## src/pkg/cec_pkg.sv

```systemverilog
package cec_pkg;

	localparam int ADDR_W = 8;

	// register byte offsets
	localparam logic [7:0] OFS_UNIT_SEL  = 8'h00;
	localparam logic [7:0] OFS_EVENT_CFG = 8'h04;
	localparam logic [7:0] OFS_CLEAR_CFG = 8'h08;
	localparam logic [7:0] OFS_START_CFG = 8'h0C;
	localparam logic [7:0] OFS_COMMAND   = 8'h10;
	localparam logic [7:0] OFS_PRESENT   = 8'h14;
	localparam logic [7:0] OFS_CAPTURED  = 8'h18;
	localparam logic [7:0] OFS_LIMIT     = 8'h1C;
	localparam logic [7:0] OFS_RUN_STATE = 8'h20;
	localparam logic [7:0] OFS_IRQ_STAT  = 8'h24;
	localparam logic [7:0] OFS_IRQ_MASK  = 8'h28;

	// field positions
	localparam int SEL_LSB    = 0;
	localparam int SEL_W      = 3;
	localparam int POL_BIT    = 4;
	localparam int QUAL_LSB   = 4;
	localparam int QUAL_W     = 3;
	localparam int CMD_CLEAR  = 0;

	// interrupt status bits
	localparam int IRQ_DONE   = 0;
	localparam int IRQ_CLEAR  = 1;
	localparam int IRQ_START  = 2;
	localparam int IRQ_W      = 3;

	// run state codes as read by software
	localparam logic [1:0] RUN_IDLE   = 2'h0;
	localparam logic [1:0] RUN_ACTIVE = 2'h1;
	localparam logic [1:0] RUN_DONE   = 2'h2;

	// source vector indices
	localparam int SRC_FRAME = 0;
	localparam int SRC_LINE  = 1;
	localparam int SRC_EXPO  = 2;
	localparam int SRC_ACQ   = 3;
	localparam int SRC_CC1   = 4;
	localparam int SRC_EXT   = 5;
	localparam int NUM_SRC   = 6;

	localparam int SYNC_STAGES = 2;

	localparam logic [1:0] RESP_OKAY   = 2'h0;
	localparam logic [1:0] RESP_SLVERR = 2'h2;

	// reset values
	localparam logic [2:0]  RST_SEL     = 3'h0;
	localparam logic [31:0] RST_LIMIT   = 32'h0000_0000;
	localparam logic [IRQ_W-1:0] RST_IRQ = 3'h0;

	typedef enum logic [2:0] {
		EV_OFF   = 3'h0,
		EV_FRAME = 3'h1,
		EV_LINE  = 3'h2,
		EV_EXPO  = 3'h3,
		EV_CC1   = 3'h4,
		EV_EXT   = 3'h5
	} cec_event_sel_t;

	typedef enum logic [2:0] {
		CL_OFF   = 3'h0,
		CL_FRAME = 3'h1,
		CL_EXPO  = 3'h2,
		CL_ACQ   = 3'h3,
		CL_EXT   = 3'h4
	} cec_clear_sel_t;

	typedef enum logic [2:0] {
		SS_OFF   = 3'h0,
		SS_EXPO  = 3'h1,
		SS_FRAME = 3'h2,
		SS_CC1   = 3'h3,
		SS_EXT   = 3'h4
	} cec_start_sel_t;

	typedef enum logic [2:0] {
		Q_RISE = 3'h0,
		Q_FALL = 3'h1,
		Q_ANY  = 3'h2,
		Q_HIGH = 3'h3,
		Q_LOW  = 3'h4
	} cec_qual_t;

	typedef enum logic [2:0] {
		ST_IDLE = 3'b001,
		ST_RUN  = 3'b010,
		ST_DONE = 3'b100
	} cec_state_t;

endpackage

```

## src/logic/cec_counter.sv

```systemverilog
`timescale 1ns/10ps
module cec_counter #(
	parameter int CW = 32
) (
	input  wire logic        ref_clk,
	input  wire logic        srst,
	input  wire logic [7:0]  s_axi_awaddr,
	input  wire logic [2:0]  s_axi_awprot,
	input  wire logic        s_axi_awvalid,
	output logic             s_axi_awready,
	input  wire logic [31:0] s_axi_wdata,
	input  wire logic [3:0]  s_axi_wstrb,
	input  wire logic        s_axi_wvalid,
	output logic             s_axi_wready,
	output logic [1:0]       s_axi_bresp,
	output logic             s_axi_bvalid,
	input  wire logic        s_axi_bready,
	input  wire logic [7:0]  s_axi_araddr,
	input  wire logic [2:0]  s_axi_arprot,
	input  wire logic        s_axi_arvalid,
	output logic             s_axi_arready,
	output logic [31:0]      s_axi_rdata,
	output logic [1:0]       s_axi_rresp,
	output logic             s_axi_rvalid,
	input  wire logic        s_axi_rready,
	input  wire logic        frame_readout_window,
	input  wire logic        line_period_window,
	input  wire logic        exposure_window,
	input  wire logic        acquisition_window,
	input  wire logic        cc1,
	input  wire logic        external_trigger_input,
	output logic             irq
);
	// a counter wider than the bus word could not be read back whole
	if (CW < 2 || CW > 32) begin : g_cw_check
		$error("CW must lie between 2 and 32");
	end

	// ---------------- source conditioning
	logic [cec_pkg::NUM_SRC-1:0] src_in;
	logic [cec_pkg::NUM_SRC-1:0] src_lvl;
	logic [cec_pkg::NUM_SRC-1:0] src_rise;
	logic [cec_pkg::NUM_SRC-1:0] src_fall;

	// window inputs are driven by the timing generator
	assign src_in[cec_pkg::SRC_FRAME] = frame_readout_window;
	assign src_in[cec_pkg::SRC_LINE]  = line_period_window;
	assign src_in[cec_pkg::SRC_EXPO]  = exposure_window;
	assign src_in[cec_pkg::SRC_ACQ]   = acquisition_window;
	assign src_in[cec_pkg::SRC_CC1]   = cc1;
	assign src_in[cec_pkg::SRC_EXT]   = external_trigger_input;

	// pins and internal windows alike go through the same two stages,
	// so the latency from every source to the counter is equal
	for (genvar i = 0; i < cec_pkg::NUM_SRC; i++) begin : g_src
		cec_edge_sync u_sync (
			.ref_clk(ref_clk),
			.srst   (srst),
			.din    (src_in[i]),
			.level  (src_lvl[i]),
			.rise   (src_rise[i]),
			.fall   (src_fall[i])
		);
	end

	// ---------------- bus slave state
	logic                 aw_have_reg, aw_have_next;
	logic [7:0]           aw_addr_reg, aw_addr_next;
	logic                 w_have_reg,  w_have_next;
	logic [31:0]          w_data_reg,  w_data_next;
	logic [3:0]           w_strb_reg,  w_strb_next;
	logic                 bvalid_reg,  bvalid_next;
	logic [1:0]           bresp_reg,   bresp_next;
	logic                 rvalid_reg,  rvalid_next;
	logic [1:0]           rresp_reg,   rresp_next;
	logic [31:0]          rdata_reg,   rdata_next;
	logic                 do_write;

	// ---------------- configuration state
	logic                        unit_sel_reg,  unit_sel_next;
	cec_pkg::cec_event_sel_t     evt_sel_reg,   evt_sel_next;
	logic                        evt_pol_reg,   evt_pol_next;
	cec_pkg::cec_clear_sel_t     clr_sel_reg,   clr_sel_next;
	cec_pkg::cec_qual_t          clr_qual_reg,  clr_qual_next;
	cec_pkg::cec_start_sel_t     st_sel_reg,    st_sel_next;
	cec_pkg::cec_qual_t          st_qual_reg,   st_qual_next;
	logic [CW-1:0]               limit_reg,     limit_next;
	logic [cec_pkg::IRQ_W-1:0]   irq_stat_reg,  irq_stat_next;
	logic [cec_pkg::IRQ_W-1:0]   irq_mask_reg,  irq_mask_next;
	logic                        sw_clear;

	// ---------------- counter state
	cec_pkg::cec_state_t         state_reg,     state_next;
	logic [CW-1:0]               count_reg,     count_next;
	logic [CW-1:0]               cap_reg,       cap_next;
	logic [cec_pkg::IRQ_W-1:0]   irq_set;
	logic [1:0]                  run_code;

	function automatic logic [31:0] merge(input logic [31:0] old, input logic [31:0] nw, input logic [3:0] strb);
		logic [31:0] res;
		res = old;
		for (int b = 0; b < 4; b++) begin
			if (strb[b]) res[8*b +: 8] = nw[8*b +: 8];
		end
		return res;
	endfunction

	function automatic logic mapped(input logic [7:0] a);
		return a == cec_pkg::OFS_UNIT_SEL  || a == cec_pkg::OFS_EVENT_CFG || a == cec_pkg::OFS_CLEAR_CFG ||
		       a == cec_pkg::OFS_START_CFG || a == cec_pkg::OFS_COMMAND   || a == cec_pkg::OFS_PRESENT   ||
		       a == cec_pkg::OFS_CAPTURED  || a == cec_pkg::OFS_LIMIT     || a == cec_pkg::OFS_RUN_STATE ||
		       a == cec_pkg::OFS_IRQ_STAT  || a == cec_pkg::OFS_IRQ_MASK;
	endfunction

	// edge or level hit of a qualified source
	function automatic logic edge_hit(input cec_pkg::cec_qual_t q, input logic r, input logic f);
		return (q == cec_pkg::Q_RISE && r) || (q == cec_pkg::Q_FALL && f) || (q == cec_pkg::Q_ANY && (r || f));
	endfunction

	function automatic logic level_hit(input cec_pkg::cec_qual_t q, input logic l);
		return (q == cec_pkg::Q_HIGH && l) || (q == cec_pkg::Q_LOW && !l);
	endfunction

	assign s_axi_awready = !aw_have_reg && !bvalid_reg;
	assign s_axi_wready  = !w_have_reg && !bvalid_reg;
	assign s_axi_arready = !rvalid_reg;
	assign s_axi_bvalid  = bvalid_reg;
	assign s_axi_bresp   = bresp_reg;
	assign s_axi_rvalid  = rvalid_reg;
	assign s_axi_rresp   = rresp_reg;
	assign s_axi_rdata   = rdata_reg;
	assign do_write      = aw_have_reg && w_have_reg && !bvalid_reg;

	always_comb begin
		unique case (state_reg)
			cec_pkg::ST_RUN:  run_code = cec_pkg::RUN_ACTIVE;
			cec_pkg::ST_DONE: run_code = cec_pkg::RUN_DONE;
			default:          run_code = cec_pkg::RUN_IDLE;
		endcase
	end

	// ---------------- bus channels
	always_comb begin
		aw_have_next = aw_have_reg;
		aw_addr_next = aw_addr_reg;
		w_have_next  = w_have_reg;
		w_data_next  = w_data_reg;
		w_strb_next  = w_strb_reg;
		bvalid_next  = bvalid_reg;
		bresp_next   = bresp_reg;
		rvalid_next  = rvalid_reg;
		rresp_next   = rresp_reg;
		rdata_next   = rdata_reg;
		if (s_axi_awvalid && s_axi_awready) begin
			aw_have_next = 1'b1;
			aw_addr_next = s_axi_awaddr;
		end
		if (s_axi_wvalid && s_axi_wready) begin
			w_have_next = 1'b1;
			w_data_next = s_axi_wdata;
			w_strb_next = s_axi_wstrb;
		end
		if (do_write) begin
			aw_have_next = 1'b0;
			w_have_next  = 1'b0;
			bvalid_next  = 1'b1;
			bresp_next   = mapped(aw_addr_reg) ? cec_pkg::RESP_OKAY : cec_pkg::RESP_SLVERR;
		end else if (bvalid_reg && s_axi_bready) begin
			bvalid_next = 1'b0;
		end
		if (s_axi_arvalid && s_axi_arready) begin
			rvalid_next = 1'b1;
			rresp_next  = mapped(s_axi_araddr) ? cec_pkg::RESP_OKAY : cec_pkg::RESP_SLVERR;
			unique case (s_axi_araddr)
				cec_pkg::OFS_UNIT_SEL:  rdata_next = {31'h0, unit_sel_reg};
				cec_pkg::OFS_EVENT_CFG: rdata_next = {27'h0, evt_pol_reg, 1'b0, evt_sel_reg};
				cec_pkg::OFS_CLEAR_CFG: rdata_next = {25'h0, clr_qual_reg, 1'b0, clr_sel_reg};
				cec_pkg::OFS_START_CFG: rdata_next = {25'h0, st_qual_reg, 1'b0, st_sel_reg};
				cec_pkg::OFS_PRESENT:   rdata_next = 32'(count_reg);
				cec_pkg::OFS_CAPTURED:  rdata_next = 32'(cap_reg);
				cec_pkg::OFS_LIMIT:     rdata_next = 32'(limit_reg);
				cec_pkg::OFS_RUN_STATE: rdata_next = {30'h0, run_code};
				cec_pkg::OFS_IRQ_STAT:  rdata_next = 32'(irq_stat_reg);
				cec_pkg::OFS_IRQ_MASK:  rdata_next = 32'(irq_mask_reg);
				default:                rdata_next = 32'h0000_0000;
			endcase
		end else if (rvalid_reg && s_axi_rready) begin
			rvalid_next = 1'b0;
		end
	end

	always_ff @(posedge ref_clk) begin
		if (srst) begin
			aw_have_reg <= 1'b0;
			aw_addr_reg <= 8'h00;
			w_have_reg  <= 1'b0;
			w_data_reg  <= 32'h0000_0000;
			w_strb_reg  <= 4'h0;
			bvalid_reg  <= 1'b0;
			bresp_reg   <= cec_pkg::RESP_OKAY;
			rvalid_reg  <= 1'b0;
			rresp_reg   <= cec_pkg::RESP_OKAY;
			rdata_reg   <= 32'h0000_0000;
		end else begin
			aw_have_reg <= aw_have_next;
			aw_addr_reg <= aw_addr_next;
			w_have_reg  <= w_have_next;
			w_data_reg  <= w_data_next;
			w_strb_reg  <= w_strb_next;
			bvalid_reg  <= bvalid_next;
			bresp_reg   <= bresp_next;
			rvalid_reg  <= rvalid_next;
			rresp_reg   <= rresp_next;
			rdata_reg   <= rdata_next;
		end
	end

	// ---------------- configuration registers
	always_comb begin
		logic [31:0] wv;
		wv            = 32'h0000_0000;
		unit_sel_next = unit_sel_reg;
		evt_sel_next  = evt_sel_reg;
		evt_pol_next  = evt_pol_reg;
		clr_sel_next  = clr_sel_reg;
		clr_qual_next = clr_qual_reg;
		st_sel_next   = st_sel_reg;
		st_qual_next  = st_qual_reg;
		limit_next    = limit_reg;
		irq_mask_next = irq_mask_reg;
		sw_clear      = 1'b0;
		// set wins over a clear in the same cycle
		irq_stat_next = irq_stat_reg | irq_set;
		if (do_write) begin
			unique case (aw_addr_reg)
				cec_pkg::OFS_EVENT_CFG: begin
					wv           = merge(32'(evt_sel_reg) | (32'(evt_pol_reg) << cec_pkg::POL_BIT), w_data_reg, w_strb_reg);
					evt_sel_next = cec_pkg::cec_event_sel_t'(wv[cec_pkg::SEL_LSB +: cec_pkg::SEL_W]);
					evt_pol_next = wv[cec_pkg::POL_BIT];
				end
				cec_pkg::OFS_CLEAR_CFG: begin
					wv            = merge(32'(clr_sel_reg) | (32'(clr_qual_reg) << cec_pkg::QUAL_LSB), w_data_reg, w_strb_reg);
					clr_sel_next  = cec_pkg::cec_clear_sel_t'(wv[cec_pkg::SEL_LSB +: cec_pkg::SEL_W]);
					clr_qual_next = cec_pkg::cec_qual_t'(wv[cec_pkg::QUAL_LSB +: cec_pkg::QUAL_W]);
				end
				cec_pkg::OFS_START_CFG: begin
					wv           = merge(32'(st_sel_reg) | (32'(st_qual_reg) << cec_pkg::QUAL_LSB), w_data_reg, w_strb_reg);
					st_sel_next  = cec_pkg::cec_start_sel_t'(wv[cec_pkg::SEL_LSB +: cec_pkg::SEL_W]);
					st_qual_next = cec_pkg::cec_qual_t'(wv[cec_pkg::QUAL_LSB +: cec_pkg::QUAL_W]);
				end
				cec_pkg::OFS_UNIT_SEL: begin
					// only unit zero exists; any other choice is refused silently
					if (w_strb_reg[0] && w_data_reg[7:0] == 8'h00) unit_sel_next = 1'b0;
				end
				cec_pkg::OFS_COMMAND:  sw_clear = w_strb_reg[0] && w_data_reg[cec_pkg::CMD_CLEAR];
				cec_pkg::OFS_LIMIT:    limit_next = CW'(merge(32'(limit_reg), w_data_reg, w_strb_reg));
				cec_pkg::OFS_IRQ_STAT: begin
					if (w_strb_reg[0]) irq_stat_next = (irq_stat_reg & ~w_data_reg[cec_pkg::IRQ_W-1:0]) | irq_set;
				end
				cec_pkg::OFS_IRQ_MASK: begin
					if (w_strb_reg[0]) irq_mask_next = w_data_reg[cec_pkg::IRQ_W-1:0];
				end
				default: wv = 32'h0000_0000;
			endcase
		end
	end

	always_ff @(posedge ref_clk) begin
		if (srst) begin
			unit_sel_reg <= 1'b0;
			evt_sel_reg  <= cec_pkg::EV_OFF;
			evt_pol_reg  <= 1'b0;
			clr_sel_reg  <= cec_pkg::CL_OFF;
			clr_qual_reg <= cec_pkg::Q_RISE;
			st_sel_reg   <= cec_pkg::SS_OFF;
			st_qual_reg  <= cec_pkg::Q_RISE;
			limit_reg    <= CW'(cec_pkg::RST_LIMIT);
			irq_stat_reg <= cec_pkg::RST_IRQ;
			irq_mask_reg <= cec_pkg::RST_IRQ;
		end else begin
			unit_sel_reg <= unit_sel_next;
			evt_sel_reg  <= evt_sel_next;
			evt_pol_reg  <= evt_pol_next;
			clr_sel_reg  <= clr_sel_next;
			clr_qual_reg <= clr_qual_next;
			st_sel_reg   <= st_sel_next;
			st_qual_reg  <= st_qual_next;
			limit_reg    <= limit_next;
			irq_stat_reg <= irq_stat_next;
			irq_mask_reg <= irq_mask_next;
		end
	end

	assign irq = |(irq_stat_reg & irq_mask_reg);

	// ---------------- counter and run state
	always_comb begin
		int  ei, ci, si;
		logic evt_hit, clr_edge, clr_hold, st_edge, st_hold, st_free, clear_any;
		logic [CW-1:0] inc;
		ei = 0;
		ci = 0;
		si = 0;
		unique case (evt_sel_reg)
			cec_pkg::EV_FRAME: ei = cec_pkg::SRC_FRAME;
			cec_pkg::EV_LINE:  ei = cec_pkg::SRC_LINE;
			cec_pkg::EV_EXPO:  ei = cec_pkg::SRC_EXPO;
			cec_pkg::EV_CC1:   ei = cec_pkg::SRC_CC1;
			default:           ei = cec_pkg::SRC_EXT;
		endcase
		unique case (clr_sel_reg)
			cec_pkg::CL_FRAME: ci = cec_pkg::SRC_FRAME;
			cec_pkg::CL_EXPO:  ci = cec_pkg::SRC_EXPO;
			cec_pkg::CL_ACQ:   ci = cec_pkg::SRC_ACQ;
			default:           ci = cec_pkg::SRC_EXT;
		endcase
		unique case (st_sel_reg)
			cec_pkg::SS_EXPO:  si = cec_pkg::SRC_EXPO;
			cec_pkg::SS_FRAME: si = cec_pkg::SRC_FRAME;
			cec_pkg::SS_CC1:   si = cec_pkg::SRC_CC1;
			default:           si = cec_pkg::SRC_EXT;
		endcase
		// illegal select codes behave as off
		evt_hit   = (evt_sel_reg inside {cec_pkg::EV_FRAME, cec_pkg::EV_LINE, cec_pkg::EV_EXPO,
			cec_pkg::EV_CC1, cec_pkg::EV_EXT}) && (evt_pol_reg ? src_fall[ei] : src_rise[ei]);
		clr_edge  = (clr_sel_reg inside {cec_pkg::CL_FRAME, cec_pkg::CL_EXPO, cec_pkg::CL_ACQ, cec_pkg::CL_EXT})
			&& edge_hit(clr_qual_reg, src_rise[ci], src_fall[ci]);
		clr_hold  = (clr_sel_reg inside {cec_pkg::CL_FRAME, cec_pkg::CL_EXPO, cec_pkg::CL_ACQ, cec_pkg::CL_EXT})
			&& level_hit(clr_qual_reg, src_lvl[ci]);
		st_edge   = (st_sel_reg inside {cec_pkg::SS_EXPO, cec_pkg::SS_FRAME, cec_pkg::SS_CC1, cec_pkg::SS_EXT})
			&& edge_hit(st_qual_reg, src_rise[si], src_fall[si]);
		st_hold   = (st_sel_reg inside {cec_pkg::SS_EXPO, cec_pkg::SS_FRAME, cec_pkg::SS_CC1, cec_pkg::SS_EXT})
			&& level_hit(st_qual_reg, src_lvl[si]);
		st_free   = !(st_sel_reg inside {cec_pkg::SS_EXPO, cec_pkg::SS_FRAME, cec_pkg::SS_CC1, cec_pkg::SS_EXT})
			|| ((st_qual_reg == cec_pkg::Q_HIGH || st_qual_reg == cec_pkg::Q_LOW) && !st_hold);
		clear_any = sw_clear || clr_edge || clr_hold;
		inc        = CW'(count_reg + 1'b1);
		count_next = count_reg;
		cap_next   = cap_reg;
		state_next = state_reg;
		irq_set    = '0;
		unique case (state_reg)
			cec_pkg::ST_IDLE: begin
				if (st_free || st_edge) begin
					state_next = cec_pkg::ST_RUN;
					irq_set[cec_pkg::IRQ_START] = 1'b1;
				end
			end
			cec_pkg::ST_RUN: begin
				if (evt_hit) begin
					count_next = inc;
					if (limit_reg != '0 && inc == limit_reg) begin
						state_next = cec_pkg::ST_DONE;
						irq_set[cec_pkg::IRQ_DONE] = 1'b1;
					end
				end
			end
			cec_pkg::ST_DONE: state_next = cec_pkg::ST_DONE;
			default:          state_next = cec_pkg::ST_IDLE;
		endcase
		if (st_hold) begin
			count_next = '0;
			state_next = cec_pkg::ST_IDLE;
			irq_set[cec_pkg::IRQ_START] = 1'b0;
		end
		// a clear overrides any event of the same cycle
		if (clear_any) begin
			count_next = '0;
			// a held level clear must not overwrite the capture with zero
			if (!clr_hold || count_reg != '0 || sw_clear || clr_edge) cap_next = count_reg;
			irq_set[cec_pkg::IRQ_CLEAR] = 1'b1;
			if (st_hold) state_next = cec_pkg::ST_IDLE;
			else if (sw_clear || st_free) state_next = cec_pkg::ST_RUN;
			else state_next = cec_pkg::ST_IDLE;
		end
	end

	always_ff @(posedge ref_clk) begin
		if (srst) begin
			state_reg <= cec_pkg::ST_IDLE;
			count_reg <= '0;
			cap_reg   <= '0;
		end else begin
			state_reg <= state_next;
			count_reg <= count_next;
			cap_reg   <= cap_next;
		end
	end
endmodule // cec_counter

```

## src/logic/cec_edge_sync.sv

```systemverilog
`timescale 1ns/10ps
module cec_edge_sync (
	input  wire logic ref_clk,
	input  wire logic srst,
	input  wire logic din,
	output logic      level,
	output logic      rise,
	output logic      fall
);
	logic [cec_pkg::SYNC_STAGES-1:0] sync_reg;
	logic [cec_pkg::SYNC_STAGES-1:0] sync_next;
	logic                            prev_reg;
	logic                            prev_next;

	// first stage is read only by the second one
	always_comb begin
		sync_next = {sync_reg[cec_pkg::SYNC_STAGES-2:0], din};
		prev_next = sync_reg[cec_pkg::SYNC_STAGES-1];
	end

	always_ff @(posedge ref_clk) begin
		if (srst) begin
			sync_reg <= '0;
			prev_reg <= 1'b0;
		end else begin
			sync_reg <= sync_next;
			prev_reg <= prev_next;
		end
	end

	assign level = sync_reg[cec_pkg::SYNC_STAGES-1];
	assign rise  = level & ~prev_reg;
	assign fall  = ~level & prev_reg;
endmodule // cec_edge_sync

```

## config.mk

```make
export PLATFORM = sky130hd
export DESIGN_NAME = cec_counter
export DESIGN_NICKNAME = d
export VERILOG_FILES = /design/src/pkg/cec_pkg.sv /design/src/logic/cec_counter.sv /design/src/logic/cec_edge_sync.sv
export SDC_FILE = /design/constraint.sdc
export NUM_CORES = 1
export LEC_CHECK = 0
export ABC_AREA = 1
export BUFFER_PORTS_ARGS = -buffer_cell sky130_fd_sc_hd__buf_4
export CORE_ASPECT_RATIO = 1.4
export CORE_MARGIN = 4
export CORE_UTILIZATION = 56
export CTS_CLUSTER_SIZE = 14
export DETAILED_ROUTE_END_ITERATION = 10
export HOLD_SLACK_MARGIN = 0.02
export PLACE_DENSITY = 0.79
export SYNTH_ARGS = -nofsm -noshare
export SYNTH_HDL_FRONTEND = slang
export SYNTH_SLANG_ARGS = --single-unit
```

## constraint.sdc

```tcl
create_clock -name ref_clk -period 2.7 [get_ports ref_clk]
set_input_delay 0.54 -clock ref_clk [delete_from_list [all_inputs] [get_ports ref_clk]]
set_output_delay 0.54 -clock ref_clk [all_outputs]
set_load 0.02 [all_outputs]
```

Word level (Yosys, flattened, before mapping)
Index checks and enable logic that the tools add are counted.
{"block": "op_classes", "n_addsub": 1, "n_reduce_logical": 98, "muxes": 59, "bitwise": 32, "magnitude_cmp": 3, "eq_ne": 48}
{"op": "$pmux 32 s9", "count": 1}
{"op": "$lt 32x5->1 const B", "count": 3}
{"op": "$eq 8x5->1 const B", "count": 8}
{"op": "$reduce_bool 32->1", "count": 2}
{"op": "$eq 8x6->1 const B", "count": 6}
{"op": "$logic_or 1x1->1", "count": 37}
{"op": "$eq 3x2->1 const B", "count": 11}
{"op": "$add 32x1->32 const B", "count": 1}
{"op": "$eq 32x32->1", "count": 1}
{"op": "$eq 8x4->1 const B", "count": 4}
{"op": "$mux 1", "count": 30}
{"op": "$logic_and 1x1->1", "count": 27}
{"op": "$pmux 3 s3", "count": 3}
{"op": "$bmux 1 s3", "count": 8}
{"op": "$mux 3", "count": 8}
{"op": "$eq 3x3->1 const B", "count": 7}
{"op": "$eq 3x1->1 const B", "count": 6}
{"op": "$reduce_and 3->1", "count": 6}
{"op": "$eq 8x3->1 const B", "count": 2}
{"op": "$logic_not 8->1", "count": 2}
{"op": "$mux 7", "count": 2}
{"op": "$or 3x7->7", "count": 2}
{"op": "$and 1x1->1", "count": 12}
{"op": "$ne 4x4->1 const B", "count": 3}
{"op": "other kinds (17)", "count": 49}
{"block": "totals", "input_bits": 71, "word_cells": 278, "ff_bits": 223, "out_inout_bits": 42}

Depth between registers and ports, before layout
{"block": "depth", "word_depth": 20, "depth_mapped": 18, "depth_no_buf": 18}

By module
A second synthesis with hierarchy kept.
{"block": "unflattened", "cells_unflattened": 1638, "area_unflattened_um2": 10931.7}
{"mod": "cec_counter", "area_each_um2": 10368.7, "cells_per_inst": 1566, "seq_area_each_um2": 4063.9, "instances": 1}
{"mod": "cec_edge_sync", "area_each_um2": 93.8, "cells_per_inst": 12, "seq_area_each_um2": 60.1, "instances": 6}

Least setup slack after synthesis
OpenSTA, ideal clock, no wires.
{"block": "synth_path", "path_type": "reg2reg", "from": "register count_reg[0]", "to": "register state_reg[2]", "n_path_buf": 0, "required_ps": 2636, "period_less_slack_ps": 1918, "arrival_time_ps": 1854, "setup_time_ps": 64, "slack_ps": 782, "path_stages_with_launch": 17, "path_cell_list": "dfxtp_1 inv_1 ha_1 inv_1 nand2_1 nand2_1 nor2_1 nand3_1 nor3_1 nand3_1 nor2_1 nand3_1 nor2_1 nand3_1 nand2_1 nand2_1 nor2_1"}
{"block": "synth_between", "elab_chain_cells": 5}
{"item": "start: declaration", "line": "cec_counter.sv:94", "source": "logic [CW-1:0] count_reg, count_next;"}
{"item": "start signal: assignment", "line": "cec_counter.sv:385", "source": "count_reg <= count_next;"}
{"item": "$add 32x1->32", "line": "cec_counter.sv:337", "source": "inc = CW'(count_reg + 1'b1);"}
{"item": "$eq 32x32->1", "line": "cec_counter.sv:352", "source": "if (limit_reg != '0 && inc == limit_reg) begin"}
{"item": "$logic_and 1x1->1", "line": "cec_counter.sv:352"}
{"item": "$ne 4x4->1 (no source line)"}
{"item": "$reduce_and 3->1 (no source line)"}
{"item": "end signal: assignment", "line": "cec_counter.sv:380", "source": "state_reg <= cec_pkg::ST_IDLE;"}
{"item": "end signal: assignment", "line": "cec_counter.sv:384", "source": "state_reg <= state_next;"}
{"item": "end: declaration", "line": "cec_counter.sv:93", "source": "cec_pkg::cec_state_t state_reg, state_next;"}
No other way between the ends.
A chain may end at the register's enable or synchronous reset.

Final worst setup path
{"block": "layout_path", "from": "register evt_sel_reg[2]", "to": "register count_reg[8]"}
{"block": "layout_between", "elab_chain_cells": 8, "elab_cells_between_ends": 16, "classes_between": "eq/ne: 5; mux: 8; reduce/logical: 3"}
{"item": "start: declaration", "line": "cec_counter.sv:81", "source": "cec_pkg::cec_event_sel_t evt_sel_reg, evt_sel_next;"}
{"item": "start signal: assignment", "line": "cec_counter.sv:271", "source": "evt_sel_reg <= cec_pkg::EV_OFF;"}
{"item": "start signal: assignment", "line": "cec_counter.sv:282", "source": "evt_sel_reg <= evt_sel_next;"}
{"item": "$eq 3x3->1 (tied with other cells)", "line": "cec_counter.sv:304, cec_counter.sv:324"}
{"item": "$pmux 3 s4", "line": "cec_counter.sv:304", "source": "unique case (evt_sel_reg)"}
{"item": "$bmux 1 s3", "line": "cec_counter.sv:325", "source": "cec_pkg::EV_CC1, cec_pkg::EV_EXT}) && (evt_pol_reg ? src_fall[ei] : src_rise[ei]);"}
{"item": "$mux 1 (not written as such) (2 in series)", "line": "cec_counter.sv:325"}
{"item": "$mux 1", "line": "cec_counter.sv:325"}
{"item": "$logic_and 1x1->1 (*)", "line": "cec_counter.sv:325"}
{"item": "$reduce_and 2->1 (no source line) (*)"}
Mark *: on every way between the ends. The rest lies on a longest branch, timed or not. The select of a mux whose other input is x is not followed.

==> reports/metrics.yaml <==
status: "complete, no violations"
synth_top_cells_by_area: "dfxtp_1, nand2_1, nor2_1"
clockRootBuffer: "clkbuf_16"
wire_per_inst_um: 17.25
clk_pin_slew_ns: 0.06
swShare_pct: 23.37
fin_crit_ns: 2.531
avgSynthCellArea_sq_um: 6.602
worst_setup_path_start_kind: "flop"
synth_edf_count: 0
synth-async-reset-ratio_pct: 0
syn-instance-count: 1690
ir_drop_v: 0.0005267
clockBufferDepth: 3
yosys.area.top_type: "dfxtp_1"
rsz0062_at_grt: "no"
overflow: 0
die_y_um: 175.0
finalHoldViolations: 0
cts-resized-gates: 0
insertion_delay_ns: 0.51
powerDensity_mw_per_mm2: 552.8
grt_use_total_pct: 30.76
cp_max_fo: 33
clkPwrFrac_pct: 45.1
timing.rr.end: "count_reg[8]"
cp-end-kind: "flop"
grt_max_degree: 71
max_freq_mhz: 395.1
vias: 11504
reg2reg_depth: 13
slew_viol_final: 0
wirelength_mm: 35.10
crit_start: "evt_sel_reg[2]"
timing.final.crit_share_pct: 93.74
cp.required_ns: 3.13
netlist_area_sq_mm: 0.01116
final_common_cell: "nand2_1"
crit_type: "flop to flop"
final_util_pct: 66.58
cts_tree: "done"
hold_start: "cc1"
synth.distinct_cells: 45
p_sw_mw: 1.672
endpoint: "count_reg[8]"
seq_area_frac_synth_pct: 39.65
ant_nets: 0
setup_tns_ns: 0
ys_warn_count: 0
post_cts_buffers: 0
reg2reg_slack_ns: 0.17
drtIter0Drc: 1036
fin_worst_skew_ns: 0.01091
ioPinCount: 113
core_region_area_sq_mm: 0.01944
hold_buffers: 0
max-cap-violations: 0
nets: 1849
drive_above_1_share_pct: 12.93
numCtsBuffers: 23
internal-power_mw: 5.484
place_hpwl_mm: 26.52
grt_antenna_before_repair: 0
port_buffers: 104
areaGrowthSynthToFinish_pct: 16.03
die_area_sq_mm: 0.02228
p_leak_nw: 5.259
first_pass_iters: 5
slew_headroom_pct: 22.90
h-tree-depth: 1
num_antenna_cells: 0
place_congestion: 1.018
drc: 0
synth_top_cell_area_share_pct: 39.65
grt_pass1_vias: 11120
routed_via_density: 5.653
setup_violations: 0
r2r-start: "evt_sel_reg[2]"
die-width_um: 127.3
final_cell_mix: "nand2_1, dfxtp_1, nor2_1"
fp-row-count: 60
cts_sinks: 221
holdCritPathClass: "primary input to flop"
power_frac_comb_pct: 7.1
grt_pass1_wl_mm: 55.44
synth_seq_cells: 221
worst_pin_slew_ns: 1.155
arrival_ns: 2.96
synth_top_flop_cell: "dfxtp_1"
start_util_pct: 57.38
seq_power_share_pct: 47.8
layer usage:
metal,global-route usage (%),up-vias,share of wire (%)
met5,0,-,0
met4,24.46,0,9.4
met3,4.037,175,4.7
met2,53.67,392,49
met1,32.82,5259,37
li1,-,5678,-
Yosys cell counts, drive strengths merged, types with 2 or more instances:
cell	n
nor3	23
nand4	13
a211oi	7
o22ai	10
o211ai	3
o31ai	3
inv	183
nand3	103
nand2	457
a221oi	2
ha	3
buf	22
o2111ai	3
nor4	4
xor2	7
nor2	230
o221ai	25
dfxtp	221
or2	4
o21a	2
clkbuf	47
a21oi	165
o21ai	145
critical path: stages, from the launching register on:
cell and delay (ns):
dfxtp_1 0.43, inv_1 0.11, nand2_1 0.13, nand2_1 0.18, inv_1 0.14, nand2_1 0.06
nand3_1 0.07, nand2_1 0.05, o21ai_0 0.27, inv_1 0.10, nand3_1 0.12, buf_4 0.40
nand2_1 0.18, a21oi_2 0.20
how the worst min path moves through the flow:
stage                                             end  cells after the start
after floorplan           g_src[0].u_sync.sync_reg[1]                      2
after global placement    g_src[5].u_sync.sync_reg[1]                      2
after detailed placement  g_src[0].u_sync.sync_reg[1]                      2
after CTS                 g_src[4].u_sync.sync_reg[0]                      3
after global routing      g_src[4].u_sync.sync_reg[0]                      3
final                     g_src[4].u_sync.sync_reg[0]                      3
logic make-up (layout without fill, tap and decap cells):
| kind of cell | after synthesis | count (layout) | share of synthesized area [%] |
|---|---|---|---|
| flip-flops | 221 | 221 | 39.65 |
| buffers and inverters | 253 | 349 | 8.972 |
| AO/OA/AOI/OAI | 370 | 370 | 19.42 |
| AND/OR/NAND/NOR | 835 | 835 | 31.03 |
| adder cells (fa/ha/maj) | 3 | 3 | 0.3365 |
| other | 1 | 2 | 0.03361 |
| XOR/XNOR | 7 | 7 | 0.5495 |
area by class of cell:
cell class,count,area [sq um]
clock inverter,5,81.33
multi-input combinational,1217,5736
inverter,184,690.7
timing repair buffer,128,1023
tap,248,310.3
sequential,221,4424
fill,1771,6499
clock buffer,32,679.4
stage by stage:
| step | worst slack, ns | instances | total power [mW] | hold WS, ns | instance area, sq um |
|---|---|---|---|---|---|
| finish | 0.1689 | 2035 | 7.156 | 0.2342 | 12940 |
| global route | 0.01192 | 2035 | 7.376 | 0.2510 | 12940 |
| CTS | 0.2446 | 2035 | 7.182 | 0.2319 | 12940 |
| detailed placement | 0.2546 | 1998 | 3.991 | 0.3944 | 12180 |
| global placement | 0.2792 | 1998 | 3.976 | 0.3883 | 12180 |
| floorplan | 0.7823 | 1691 | 3.799 | 0.3883 | 11160 |
power groups by stage:
stage	combinational, mW	clock [mW]	sequential (mW)
floorplan	0.324	0	3.47
global placement	0.490	0	3.49
detailed placement	0.501	0	3.49
CTS	0.507	3.26	3.42
global route	0.570	3.38	3.43
finish	0.507	3.23	3.42
Power figures use the tool's default switching activity.
